==> config.mk <==
export PLATFORM = sky130hd
export DESIGN_NAME = boot_select
export DESIGN_NICKNAME = d
export VERILOG_FILES = /design/src/rtl/line_sync.v /design/src/rtl/boot_select.v
export VERILOG_INCLUDE_DIRS = /design/src /design/src/pkg
export SDC_FILE = /design/constraint.sdc
export NUM_CORES = 1
export LEC_CHECK = 0
export ABC_CLOCK_PERIOD_IN_PS = 2029
export BUFFER_PORTS_ARGS = -buffer_cell sky130_fd_sc_hd__buf_4
export CORE_ASPECT_RATIO = 1.75
export CORE_MARGIN = 3
export CORE_UTILIZATION = 43
export DETAILED_ROUTE_END_ITERATION = 16
export PLACE_DENSITY = 0.76
export SLEW_MARGIN = 15
export SYNTH_ARGS = -nofsm -noshare
export SYNTH_HDL_FRONTEND = slang
export SYNTH_SLANG_ARGS = --single-unit
==> constraint.sdc <==
create_clock -name clk -period 2.03 [get_ports clk]
set_input_delay 0.1015 -clock clk [delete_from_list [all_inputs] [get_ports clk]]
set_output_delay 0.1015 -clock clk [all_outputs]
set_load 0.05 [all_outputs]
==> src/pkg/boot_select_defs.vh <==
// constants for the reset-time boot mode selection block
`ifndef BOOT_SELECT_DEFS_VH
`define BOOT_SELECT_DEFS_VH

// boot selection codes {upper, lower}
`define SEL_USER        2'b11
`define SEL_STANDARD    2'b10
`define SEL_SELECTIVE   2'b01
`define SEL_RESERVED    2'b00

// mode outputs
`define MODE_W          2
`define MODE_USER       2'h0
`define MODE_STANDARD   2'h1
`define MODE_SELECTIVE  2'h2
`define MODE_RESERVED   2'h3

// key outcomes
`define KEY_W           2
`define KEY_TO_STANDARD 2'h0
`define KEY_SERIAL_ONLY 2'h1
`define KEY_CAN_ONLY    2'h2
`define KEY_HALT        2'h3

// flash word widths and signature
`define WORD_W          16
`define ADDR_W          24
`define SIG_LOC_A       24'h00_0000
`define SIG_LOC_B       24'h00_0002
`define KEY_LOC         24'h00_0004
`define SIG_ZERO        16'h0000

// dominant-bit validation: consecutive low samples
`define DOM_CNT_W       4
`define DOM_SAMPLES     4'h8
`define SYNC_ZERO       2'b00
`define SYNC_ONES       2'b11
`define SYNC_IDLE4      4'hf

`endif

==> src/rtl/line_sync.v <==
// two-stage synchroniser for a group of pin inputs
`timescale 1ns/10ps
module line_sync #(
    parameter W = 4                  // number of lines
) (
    input  wire         clk,         // system clock
    input  wire         srst,        // synchronous reset, active high
    input  wire [W-1:0] rst_val,     // value held during reset
    input  wire [W-1:0] pin_in,      // asynchronous pin levels
    output reg  [W-1:0] sync_out     // synchronised levels
);
    reg [W-1:0] meta_reg;            // first stage, read only by stage two

    // ------------------------------------------------------------
    // two flip-flop chain
    // ------------------------------------------------------------
    always @(posedge clk) begin
        if (srst) begin
            meta_reg <= rst_val;
            sync_out <= rst_val;
        end else begin
            meta_reg <= pin_in;
            sync_out <= meta_reg;
        end
    end
endmodule // line_sync

==> src/rtl/boot_select.v <==
// reset-time boot mode selection and bootstrap channel detection
// ------------------------------------------------------------
// ------------------------------------------------------------
`timescale 1ns/10ps
`include "boot_select_defs.vh"
module boot_select (
    input  wire                 clk,                      // 125 MHz clock
    input  wire                 srst,                     // sync reset, high
    input  wire                 external_reset_input,     // reset pin, low=rst
    input  wire                 boot_select_upper,        // strap pin
    input  wire                 boot_select_lower,        // strap pin
    input  wire                 serial0_receive_line,     // uart rx pin
    input  wire                 can_channel1_receive_line,// can rx pin
    input  wire [`WORD_W-1:0]   ref_signature,            // reference value
    output reg  [`ADDR_W-1:0]   flash_addr,               // flash read address
    output reg                  flash_rd,                 // flash read strobe
    input  wire [`WORD_W-1:0]   flash_rdata,              // data, next cycle
    output reg  [`MODE_W-1:0]   boot_mode,                // latched mode
    output reg                  fetch_from_test_flash,    // fetch redirect
    output reg                  user_flash_enable,        // user flash on
    output reg                  soft_reset_req,           // one-cycle pulse
    output reg                  run_user_code,            // user code level
    output reg                  standard_boot_loader,     // loader active
    output reg                  serial_boot_start,        // serial chosen
    output reg                  can_boot_start,           // can chosen
    output reg                  halt_loop,                // endless loop
    output reg                  boot_done                 // decision made
);
    // state codes, one-hot
    localparam [7:0] S_IDLE = 8'h01;  // waiting for reset release
    localparam [7:0] S_SIGA = 8'h02;  // reading signature location a
    localparam [7:0] S_SIGB = 8'h04;  // reading signature location b
    localparam [7:0] S_CHK  = 8'h08;  // comparing signature
    localparam [7:0] S_KEY  = 8'h10;  // reading key location
    localparam [7:0] S_KEYD = 8'h20;  // decoding key
    localparam [7:0] S_POLL = 8'h40;  // polling receive lines
    localparam [7:0] S_DONE = 8'h80;  // final outcome holds

    wire [3:0]          sync_w;       // synchronised pins
    reg  [7:0]          state_reg;    // current state
    reg  [7:0]          state_next;   // next state
    reg                 rst_prev_reg; // reset pin last cycle
    reg  [`WORD_W-1:0]  sig_a_reg;    // first signature word
    reg  [`DOM_CNT_W-1:0] dom_cnt_reg;// consecutive dominant samples
    reg                 ser_prev_reg; // serial line last cycle
    reg                 can_only_reg; // only can is listened to
    reg                 ser_only_reg; // only serial is listened to

    wire rst_pin   = sync_w[0];
    wire sel_upper = sync_w[1];
    wire sel_lower = sync_w[2];
    wire ser_line  = sync_w[3];
    wire rst_rise  = rst_pin & ~rst_prev_reg;

    // all pins settle before use; idle levels are high
    line_sync #(.W(4)) u_sync (
        .clk      (clk),
        .srst     (srst),
        .rst_val  (`SYNC_IDLE4),
        .pin_in   ({serial0_receive_line, boot_select_lower,
                    boot_select_upper, external_reset_input}),
        .sync_out (sync_w)
    );

    reg [1:0] can_sync_reg;           // can rx synchroniser

    // ------------------------------------------------------------
    // can line synchroniser, stage 0 read only by stage 1
    // ------------------------------------------------------------
    always @(posedge clk) begin
        if (srst)
            can_sync_reg <= `SYNC_ONES;
        else
            can_sync_reg <= {can_sync_reg[0], can_channel1_receive_line};
    end
    wire can_line = can_sync_reg[1];

    // decode strap pair into a mode code
    function [`MODE_W-1:0] decode_mode;
        input [1:0] sel;
        begin
            case (sel)
                `SEL_USER:      decode_mode = `MODE_USER;
                `SEL_STANDARD:  decode_mode = `MODE_STANDARD;
                `SEL_SELECTIVE: decode_mode = `MODE_SELECTIVE;
                default:        decode_mode = `MODE_RESERVED;
            endcase
        end
    endfunction

    // ------------------------------------------------------------
    // next-state logic
    // ------------------------------------------------------------
    always @* begin
        state_next = state_reg;
        case (state_reg)
            S_IDLE: begin
                if (rst_rise) begin
                    case (decode_mode({sel_upper, sel_lower}))
                        `MODE_STANDARD:  state_next = S_POLL;
                        `MODE_SELECTIVE: state_next = S_SIGA;
                        default:         state_next = S_DONE;
                    endcase
                end
            end
            S_SIGA: state_next = S_SIGB;
            S_SIGB: state_next = S_CHK;
            S_CHK: begin
                if ((sig_a_reg ^ flash_rdata) == ref_signature)
                    state_next = S_DONE;
                else
                    state_next = S_KEY;
            end
            S_KEY:  state_next = S_KEYD;
            S_KEYD: begin
                if (flash_rdata[`KEY_W-1:0] == `KEY_HALT)
                    state_next = S_DONE;
                else
                    state_next = S_POLL;
            end
            S_POLL: begin
                if ((ser_prev_reg & ~ser_line & ~can_only_reg) ||
                    (dom_cnt_reg == `DOM_SAMPLES && !ser_only_reg))
                    state_next = S_DONE;
            end
            S_DONE:  state_next = S_DONE;
            default: state_next = S_IDLE;
        endcase
        if (!rst_pin)
            state_next = S_IDLE;   // pin reset restarts the decision
    end

    // ------------------------------------------------------------
    // state, strap latch and outcome registers
    // ------------------------------------------------------------
    always @(posedge clk) begin
        if (srst) begin
            state_reg             <= S_IDLE;
            rst_prev_reg          <= 1'b1;
            sig_a_reg             <= `SIG_ZERO;
            dom_cnt_reg           <= {`DOM_CNT_W{1'b0}};
            ser_prev_reg          <= 1'b1;
            can_only_reg          <= 1'b0;
            ser_only_reg          <= 1'b0;
            flash_addr            <= `SIG_LOC_A;
            flash_rd              <= 1'b0;
            boot_mode             <= `MODE_USER;
            fetch_from_test_flash <= 1'b0;
            user_flash_enable     <= 1'b0;
            soft_reset_req        <= 1'b0;
            run_user_code         <= 1'b0;
            standard_boot_loader  <= 1'b0;
            serial_boot_start     <= 1'b0;
            can_boot_start        <= 1'b0;
            halt_loop             <= 1'b0;
            boot_done             <= 1'b0;
        end else begin
            state_reg      <= state_next;
            rst_prev_reg   <= rst_pin;
            ser_prev_reg   <= ser_line;
            flash_rd       <= 1'b0;
            soft_reset_req <= 1'b0;
            // dominant bit must hold several samples to count as valid
            if (state_reg == S_POLL && !can_line) begin
                if (dom_cnt_reg != `DOM_SAMPLES)
                    dom_cnt_reg <= dom_cnt_reg + 1'b1;
            end else begin
                dom_cnt_reg <= {`DOM_CNT_W{1'b0}};
            end
            case (state_reg)
                S_IDLE: begin
                    if (rst_rise) begin
                        boot_mode <= decode_mode({sel_upper, sel_lower});
                        user_flash_enable <= 1'b1;
                        fetch_from_test_flash <=
                            (decode_mode({sel_upper, sel_lower})
                             == `MODE_STANDARD) ||
                            (decode_mode({sel_upper, sel_lower})
                             == `MODE_SELECTIVE);
                        standard_boot_loader <=
                            (decode_mode({sel_upper, sel_lower})
                             == `MODE_STANDARD);
                        run_user_code <=
                            (decode_mode({sel_upper, sel_lower})
                             == `MODE_USER);
                        boot_done <=
                            (decode_mode({sel_upper, sel_lower})
                             == `MODE_USER);
                        flash_addr <= `SIG_LOC_A;
                        flash_rd   <= (decode_mode({sel_upper, sel_lower})
                                       == `MODE_SELECTIVE);
                    end
                end
                S_SIGA: begin
                    // first word is still on its way; ask for the second
                    flash_addr <= `SIG_LOC_B;
                    flash_rd   <= 1'b1;
                end
                S_SIGB: begin
                    // flash answers one cycle after the strobe, so the
                    // first word is only on the bus now
                    sig_a_reg  <= flash_rdata;
                end
                S_CHK: begin
                    if ((sig_a_reg ^ flash_rdata) == ref_signature) begin
                        soft_reset_req        <= 1'b1;
                        run_user_code         <= 1'b1;
                        fetch_from_test_flash <= 1'b0;
                        boot_done             <= 1'b1;
                    end else begin
                        flash_addr <= `KEY_LOC;
                        flash_rd   <= 1'b1;
                    end
                end
                S_KEY: ;   // key word arrives next cycle
                S_KEYD: begin
                    case (flash_rdata[`KEY_W-1:0])
                        `KEY_TO_STANDARD: standard_boot_loader <= 1'b1;
                        `KEY_SERIAL_ONLY: ser_only_reg <= 1'b1;
                        `KEY_CAN_ONLY:    can_only_reg <= 1'b1;
                        default: begin
                            halt_loop <= 1'b1;
                            boot_done <= 1'b1;
                        end
                    endcase
                end
                S_POLL: begin
                    // serial start edge checked first, then can
                    if (ser_prev_reg & ~ser_line & ~can_only_reg) begin
                        serial_boot_start <= 1'b1;
                        boot_done         <= 1'b1;
                    end else if (dom_cnt_reg == `DOM_SAMPLES &&
                                 !ser_only_reg) begin
                        can_boot_start    <= 1'b1;
                        boot_done         <= 1'b1;
                    end
                end
                S_DONE: ;  // outcome holds until next pin reset
                default: ;
            endcase
            if (!rst_pin) begin
                // pin reset clears the outcome, strap kept until edge
                user_flash_enable    <= 1'b0;
                run_user_code        <= 1'b0;
                standard_boot_loader <= 1'b0;
                serial_boot_start    <= 1'b0;
                can_boot_start       <= 1'b0;
                halt_loop            <= 1'b0;
                boot_done            <= 1'b0;
                can_only_reg         <= 1'b0;
                ser_only_reg         <= 1'b0;
            end
        end
    end
endmodule // boot_select

==> results of run 1 <==
[area by class of cell]
cell class | instances | area share
multi-input cells | 231 | 0.465
flip-flops and latches | 56 | 0.315
repair buffers | 62 | 0.134
clock buffers | 5 | 0.0352
well taps | 82 | 0.0288
clock inverters | 3 | 0.0120
inverters | 9 | 0.00950
[where the power goes]
part,switching (mW),leakage [nW],internal (mW)
clock,0.380,0.0798,0.579
sequential,0.0180,0.454,1.12
combinational,0.239,1.04,0.160
total,0.637,1.58,1.86
[metal layers]
layer  GRT usage  up-vias  routed length (um)
met1       0.176     1085                2250
li1            -     1124                   -
met2       0.313       63                3600
met3      0.0404       24                 332
met4      0.0924        0                 244
met5           0        -                   0
[what timing repair did]
action                    CTS  global route
gates resized for setup     0             0
hold endpoints to repair    5             0
hold buffers                5             0
[worst max-delay path: stages (launching register included)]
cell,delay (ns)
sky130_fd_sc_hd__dfxtp_1,0.41
sky130_fd_sc_hd__nor4_2,0.44
sky130_fd_sc_hd__nand4b_1,0.36
sky130_fd_sc_hd__or4b_1,0.59
sky130_fd_sc_hd__nand3_1,0.08
[synthesized netlist by cell type, types with 6 or more instances]
master / number
sky130_fd_sc_hd__or2_2: 13
sky130_fd_sc_hd__xnor3_1: 16
sky130_fd_sc_hd__nand2_1: 40
sky130_fd_sc_hd__ha_1: 8
sky130_fd_sc_hd__dfxtp_1: 56
sky130_fd_sc_hd__a21oi_1: 20
sky130_fd_sc_hd__nand4b_1: 6
sky130_fd_sc_hd__clkbuf_1: 6
sky130_fd_sc_hd__nand4_1: 6
sky130_fd_sc_hd__nor3_1: 11
sky130_fd_sc_hd__buf_4: 24
sky130_fd_sc_hd__nor2_1: 28
sky130_fd_sc_hd__inv_1: 9
[path summary, 6_finish.rpt]
path / end / slack [ns] / depth (start not counted)
setup reg to reg: fetch_from_test_flash / 0.1 / 4
setup / recovery: fetch_from_test_flash / 0.1 / 4
hold / removal: sig_a_reg[14] / 0.07 / 3
hold reg to reg: u_sync.sync_out[3] / 0.41 / 1
[cell families (layout without fill, tap and decap cells)]
kind of cell / Yosys count / count (layout) / share of synthesized area
flops: 56 / 56 / 0.376
other cells: 1 / 22 / 0.00126
mux: 1 / 1 / 0.00335
xor+xnor: 22 / 22 / 0.138
fa+ha+maj: 8 / 8 / 0.0335
buf+inv: 44 / 79 / 0.0968
simple gates: 137 / 137 / 0.264
compound gates: 41 / 41 / 0.0876
==> impl.org, run 1 <==
** Cells and area
- In the final design database the tool counted 412 nets.
- Design area :: 3560 um2
- Number of flip-flops under the largest register name :: 16
- Area of the multi-input gates :: around 1700 um2
- The number of antenna diodes in the final layout is 0.
- Number of filler instances in the final layout :: around 660
- At the end of the flow the core is filled with cells to 0.536.
- Commonest cells after routing, fill and taps aside :: sky130_fd_sc_hd__buf_4, sky130_fd_sc_hd__dfxtp_1, sky130_fd_sc_hd__nand2_1, sky130_fd_sc_hd__nor2_1, sky130_fd_sc_hd__conb_1
- Of the cells placed in the final design, the portion with a size suffix greater than 1 is 0.260.
- Registers take 1120 um2.
- The area growth from synthesis to layout is 19.2%.
- For this run, the number of standard cells in the final layout without fillers is 448.
- Leaving out fill and tap cells, the most frequent cell in the layout is sky130_fd_sc_hd__buf_4.

** Critical path
- In this run the worst path has a maximum fanout of 8.
- Critical path data required time :: between 2 and 2.5 ns
- Launching element type of the critical path :: register
- Launch point of the worst reg-to-reg path :: state_reg[4]
- STA classifies the critical path endpoint as a register.
- The critical path is of the reg2reg type.
- For the worst setup path, the data arrival time is 2.17 ns.
- Launching instance or port of the critical path :: state_reg[4]

** Timing
- The worst path needs 1.93 ns of the cycle, external delays included.
- Worst hold-check slack :: ~0.070 ns
- Setup violations remaining at the end of the flow were counted as 0.
- Pins Over Slew Limit :: 0
- Unrepaired setup endpoints after global routing :: false
- Total negative setup slack :: 0 ns
- At the pin with the least slew margin, the transition time is slightly above 0.5 ns.
- Part of the cycle the worst path needs :: 0.953
- For this run, the top clock speed supported by timing is ~520 MHz.
- Final hold viol count :: 0
- Final WS setup :: between 0.09 and 0.1 ns
- Skew final :: 0.00520 ns
- Tightest slew margin relative to the limit :: 0.653

** Global route
- The number of global-route vias before repair came to 2,306.
- For this run the aggregate overflow at the end of global routing stands at 0.
- The initial antenna violation count came to 0.
- Global-route wire length before repair :: ~10,000 um
- Entering global routing, the biggest net connects between 40 and 50 pins.
- For this run, the total global-route usage over all layers was measured as 0.173.

** Route
- Iteration count of the initial detailed-routing pass :: 4
- After detailed routing, the number of vias per cell comes to 5.13.
- After detailed routing, the number of remaining DRC violations is 0.
- The routed layout has 2,296 vias.
- Routed length per placed instance :: between 10 and 15 um
- After detailed routing, the total wire length is about 6400 um.
- In this run the remaining antenna-violating nets after routing total 0.
- Number of DRC violations after detailed-routing iteration 0 :: 72

** Hold path
- The min-delay analysis places its worst path in the category in2reg.
- In this run the most critical hold path is launched from flash_rdata[14].

** Synthesis
- Fraction of registers with async set or reset after synthesis :: 0
- The synthesized design contains 0 enable-type register cells.
- The synthesized netlist occupies a cell area of around 3000 um2.
- Sequential share of the synthesized area :: 0.376
- Yosys top cell by area :: sky130_fd_sc_hd__dfxtp_1
- After synthesis, the netlist uses between 50 and 60 different library cells.
- Synthesis inferred 56 register bits.
- Synthesized area per cell :: 9.63 um2
- Cells after Synth :: between 300 and 400
- Synth area leaders :: sky130_fd_sc_hd__dfxtp_1, sky130_fd_sc_hd__xnor3_1, sky130_fd_sc_hd__buf_4
- Of the post-synthesis cell area, the dominant cell type holds 0.376.
- The Yosys step of the flow raised 0 warnings.
- In the synthesized netlist the dominant register cell turns out to be sky130_fd_sc_hd__dfxtp_1.

** Clocking
- The clock tree synthesis step divided the H-tree into 2 levels.
- TritonCTS clock tree :: done
- Post-CTS setup-driven buffer insertion count :: 0
- For this design, the sink count on the clock tree is between 50 and 60.
- Buffer levels on the longest clock path :: 2
- The clock reaches the later pin of the worst-skew pair after around 0.29 ns.
- Clock tree synthesis selected as its root buffer the cell sky130_fd_sc_hd__clkbuf_16.
- Clock-pin slew was measured on the worst setup and hold paths at ~0.07 ns.
- Number of buffers created by CTS :: 5

** Floorplanning
- I/O Pins :: 75
- The die is 69.0 um wide.
- The die covers between 8000 and 9000 um2.
- Area of the core :: roughly 6600 um2
- Initial Utilization :: 0.450
- Number of placement rows :: 39
- Vertical die dimension :: 116 um

** Status
- The flow ran to the end, and the final reports show no timing, DRC or antenna violations.

** Place
- After detailed placement, the design holds a cell count of around 440.
- Placer Congestion :: approximately 0.9
- Setup slack at placement :: 0.141 ns
- Buffers placed on the I/O ports in this run total between 50 and 60.
- Post-placement cell area :: approximately 3300 um2
- The HPWL after detailed placement is ~5000 um.

** Power and ir drop
- In this run the static leakage power is 1.58 nW.
- Total power consumption of the routed design :: roughly 2.5 mW
- For this design the ratio of total power to cell area is ~700 nW/um2.
- Largest voltage drop on the vdd net :: 0.000483 V

** Run
- Max-cap violations in this run came to 0.
Note: power is estimated with default switching activity, not from simulation.
==> run 2, diff against run 1 <==
- ABC_AREA: unset -> 1
- RECOVER_POWER: unset -> 100
==> impl.org, run 2 <==
** Cells and area
- In the layout the commonest cells are sky130_fd_sc_hd__nand2_1, sky130_fd_sc_hd__inv_1, sky130_fd_sc_hd__dfxtp_1, sky130_fd_sc_hd__nor2_1, sky130_fd_sc_hd__buf_4.
- The library cell used most frequently in the layout, excluding fill and tap cells, is sky130_fd_sc_hd__nand2_1.
- N_diodes :: 0
- The final layout contains 540 nets.
- The filler cells instantiated in the layout total a little under 700.
- For this run, the share of the core covered by cells in the final layout is 0.533.
- The finished cells cover 3540 um2.
- Number of flip-flops under the largest register name :: 16
- Layout overhead on the synthesized area :: 18.2%
- In the final layout, the share of cells above drive strength 1 is 0.148.

** Timing
- Time the final worst path needs with I/O delays and setup :: roughly 1.8 ns
- The worst pin sits at a relative slew slack of 0.511.
- Final WS setup :: approximately 0.22 ns
- Total negative setup slack :: 0 ns
- Maximum clock rate :: 551 MHz
- For the pin with the worst max-slew slack, the measured transition is ~0.73 ns.
- Of the available clock period, the critical path in the final layout requires 0.893.
- Setup repair after global routing left no endpoint under its margin.
- Final hold viol count :: 0
- Pins Over Slew Limit :: 0
- Skew final :: 0.00859 ns
- Setup Viol. Count Final :: 0

** Place
- Placer Congestion :: 0.896
- Detailed placement ended at an HPWL of around 5000 um.
- Port Buf Inserts :: between 50 and 60
- After detailed placement, the total cell area comes to about 3400 um2.
- Before CTS, the worst setup slack after placement is between 0.3 and 0.4 ns.

** Power and ir drop
- Total power consumption of the routed design :: 2.69 mW
- Power spread over the standard cell area amounts to between 700 and 800 nW/um2.
- Leakage :: between 1.5 and 2 nW
- Across the VDD grid, the largest voltage drop is roughly 0.00053 V.

** Synthesis
- Sequential share of the synthesized area :: 0.374
- The synthesized design contains 0 enable-type register cells.
- Synth top cells by count :: sky130_fd_sc_hd__nand2_1, sky130_fd_sc_hd__inv_1, sky130_fd_sc_hd__dfxtp_1
- Ranked by total cell area, the synthesized netlist is headed by sky130_fd_sc_hd__dfxtp_1, sky130_fd_sc_hd__nand2_1, sky130_fd_sc_hd__inv_1.
- Fraction of registers with async set or reset after synthesis :: 0
- Of all cell types, the one taking the most synthesized area is sky130_fd_sc_hd__dfxtp_1.
- The mapped netlist covers 3000 um2.
- Synthesis instantiated 35 different standard cells from the library.
- Counting every instance in the synthesized netlist gives approximately 440.
- Each instance of the synthesized netlist takes up on average around 6.9 um2.
- Most used flip-flop cell after synthesis :: sky130_fd_sc_hd__dfxtp_1
- Yosys instantiated no cell more often than sky130_fd_sc_hd__nand2_1.
- Register bit count reported by yosys :: 56
- Ys Warns :: 0
- Post-synth top area share :: 0.374

** Route
- After detailed routing, the number of remaining DRC violations is 0.
- In the final routed layout, each cell accounts on average for about 11 um.
- The first TritonRoute pass finished after 4 iterations.
- Total vias in the final route :: 2,690
- Number of nets still failing antenna checks after routing :: 0
- In the routed layout, each cell is associated on average with a via count of 4.67.
- Wires add up to a little over 6000 um.
- Number of DRC violations after detailed-routing iteration 0 :: between 100 and 150

** Clocking
- Once the clock tree was built, the resizer swapped 0 gates to a different size.
- For this design, the CTS-stage hold fixing added 5 buffers.
- CTS clock-pin slew for the worst setup and hold paths :: approximately 0.08 ns
- In this run the number of H-tree levels came out at 2.
- Worst-skew pair later-pin latency :: 0.30 ns
- TritonCTS clock tree :: done
- In this run the post-CTS setup repair buffer count came out at 0.
- For this design, the sink count on the clock tree is 56.
- CTS placed an instance of sky130_fd_sc_hd__clkbuf_16 at the clock tree root.
- Number of buffers created by CTS :: 5
- The longest clock path from root to sink contains 2 buffers.

** Critical path
- The slowest stage of the critical path belongs to the cell sky130_fd_sc_hd__dfxtp_1.
- Data on the critical path is required at its endpoint by 2.21 ns.
- Setup Crit Path Kind :: reg2reg
- The largest single stage delay on the critical path is ~0.33 ns.
- STA classifies the critical path endpoint as a register.
- Crit path cell chain :: nor2_1, inv_4, nor2_8, nand4_4, nor2_1, inv_2, o31ai_2, nor2_1
- Data on the critical path arrives at its endpoint at around 2.0 ns.
- Counting stages on the worst path, the most repeated cell is sky130_fd_sc_hd__nor2_1.
- In this run the worst path has a maximum fanout of 6.
- Launching element type of the critical path :: register
- Worst-case reg-to-reg path depth :: 8

** Floorplanning
- Die Footprint :: 8040 um2
- Initial Utilization :: 0.451
- I/O Pins :: 75
- The floorplan step set the die height to between 100 and 150 um.
- Row generation in the floorplan step produced 39 rows.
- In this run the horizontal extent of the chip is ~69 um.
- The region available for standard cell placement spans approximately 6600 um2.

** Global route
- Number of global-route vias before repair :: around 2.6k
- Entering global routing, the biggest net connects 33 pins.
- Summed over all layers, the global routing overflow is 0.
- Global-route wire length before repair :: 10,500 um
- In the global route stage, overall resource usage came out at 0.158.
- Initial antenna violation count :: 0

** Run
- # Max-Cap Violations :: 0

** Hold path
- The tightest min-delay check is of the in2reg type.
- The worst hold path passes through 3 cells.

** Status
- Status :: complete, no violations
-- run 2: changes by cell type after synthesis, sizes merged, moves of 6 or more --
cell | previous run | this run
a21oi | 22 | 32
inv | 9 | 79
nand2 | 42 | 115
nand3 | 4 | 24
nand4b | 6 | 0
nor2 | 29 | 38
nor3 | 12 | 3
o21ai | 4 | 22
xnor3 | 16 | 0
-- run 2: final timing paths --
kind | start | to | slack (ns)
worst max-delay path | state_reg[7] | run_user_code | 0.22
worst min-delay path | flash_rdata[14] | sig_a_reg[14] | 0.07
worst max register to register | state_reg[7] | run_user_code | 0.22
worst min register to register | can_sync_reg[0] | can_sync_reg[1] | 0.40
-- run 2: power breakdown --
group / total [mW] / switching (mW) / internal (mW)
clock: 1.11 / 0.398 / 0.711
combinational: 0.440 / 0.301 / 0.138
sequential: 1.14 / 0.0154 / 1.13
total: 2.69 / 0.715 / 1.98
-- run 2: area by class of cell --
cell class | count | area (um2) | share of cell area
clock buffers | 5 | 125 | 0.0353
clock inverters | 3 | 68.8 | 0.0194
multi-input cells | 292 | 1420 | 0.402
repair buffers | 58 | 392 | 0.111
well taps | 82 | 103 | 0.0290
flip-flops and latches | 56 | 1120 | 0.317
inverters | 80 | 308 | 0.0870
-- run 2: kinds of logic after synthesis --
group	Yosys count	synth area share
adders and majority gates	8	0.0334
AOI/OAI and AO/OA	59	0.106
other	1	0.00125
xor gates and xnor gates	2	0.00585
DFF	56	0.374
and+or+nand+nor	201	0.312
buffers and inverters	109	0.168
-- run 2: per-layer routing --
metal  GRT usage  share of wire
met3      0.0405          0.052
met2       0.316           0.53
met4      0.0652          0.025
met1       0.149           0.39
met5           0              0
-- run 2: worst max-delay path: cells and delay by family, from the launching register on --
family,cells,cell delay (ns)
compound gates,1,0.23
simple gates,5,0.95
buf+inv,2,0.20
flops,1,0.33
-- run 2: metrics by stage --
stage / std cells / hold slack, ns
global route: 576 / 0.0870
global placement: 563 / 0.287
CTS: 576 / 0.0716
floorplan: 457 / 0.205
detailed placement: 563 / 0.289
finish: 576 / 0.0676
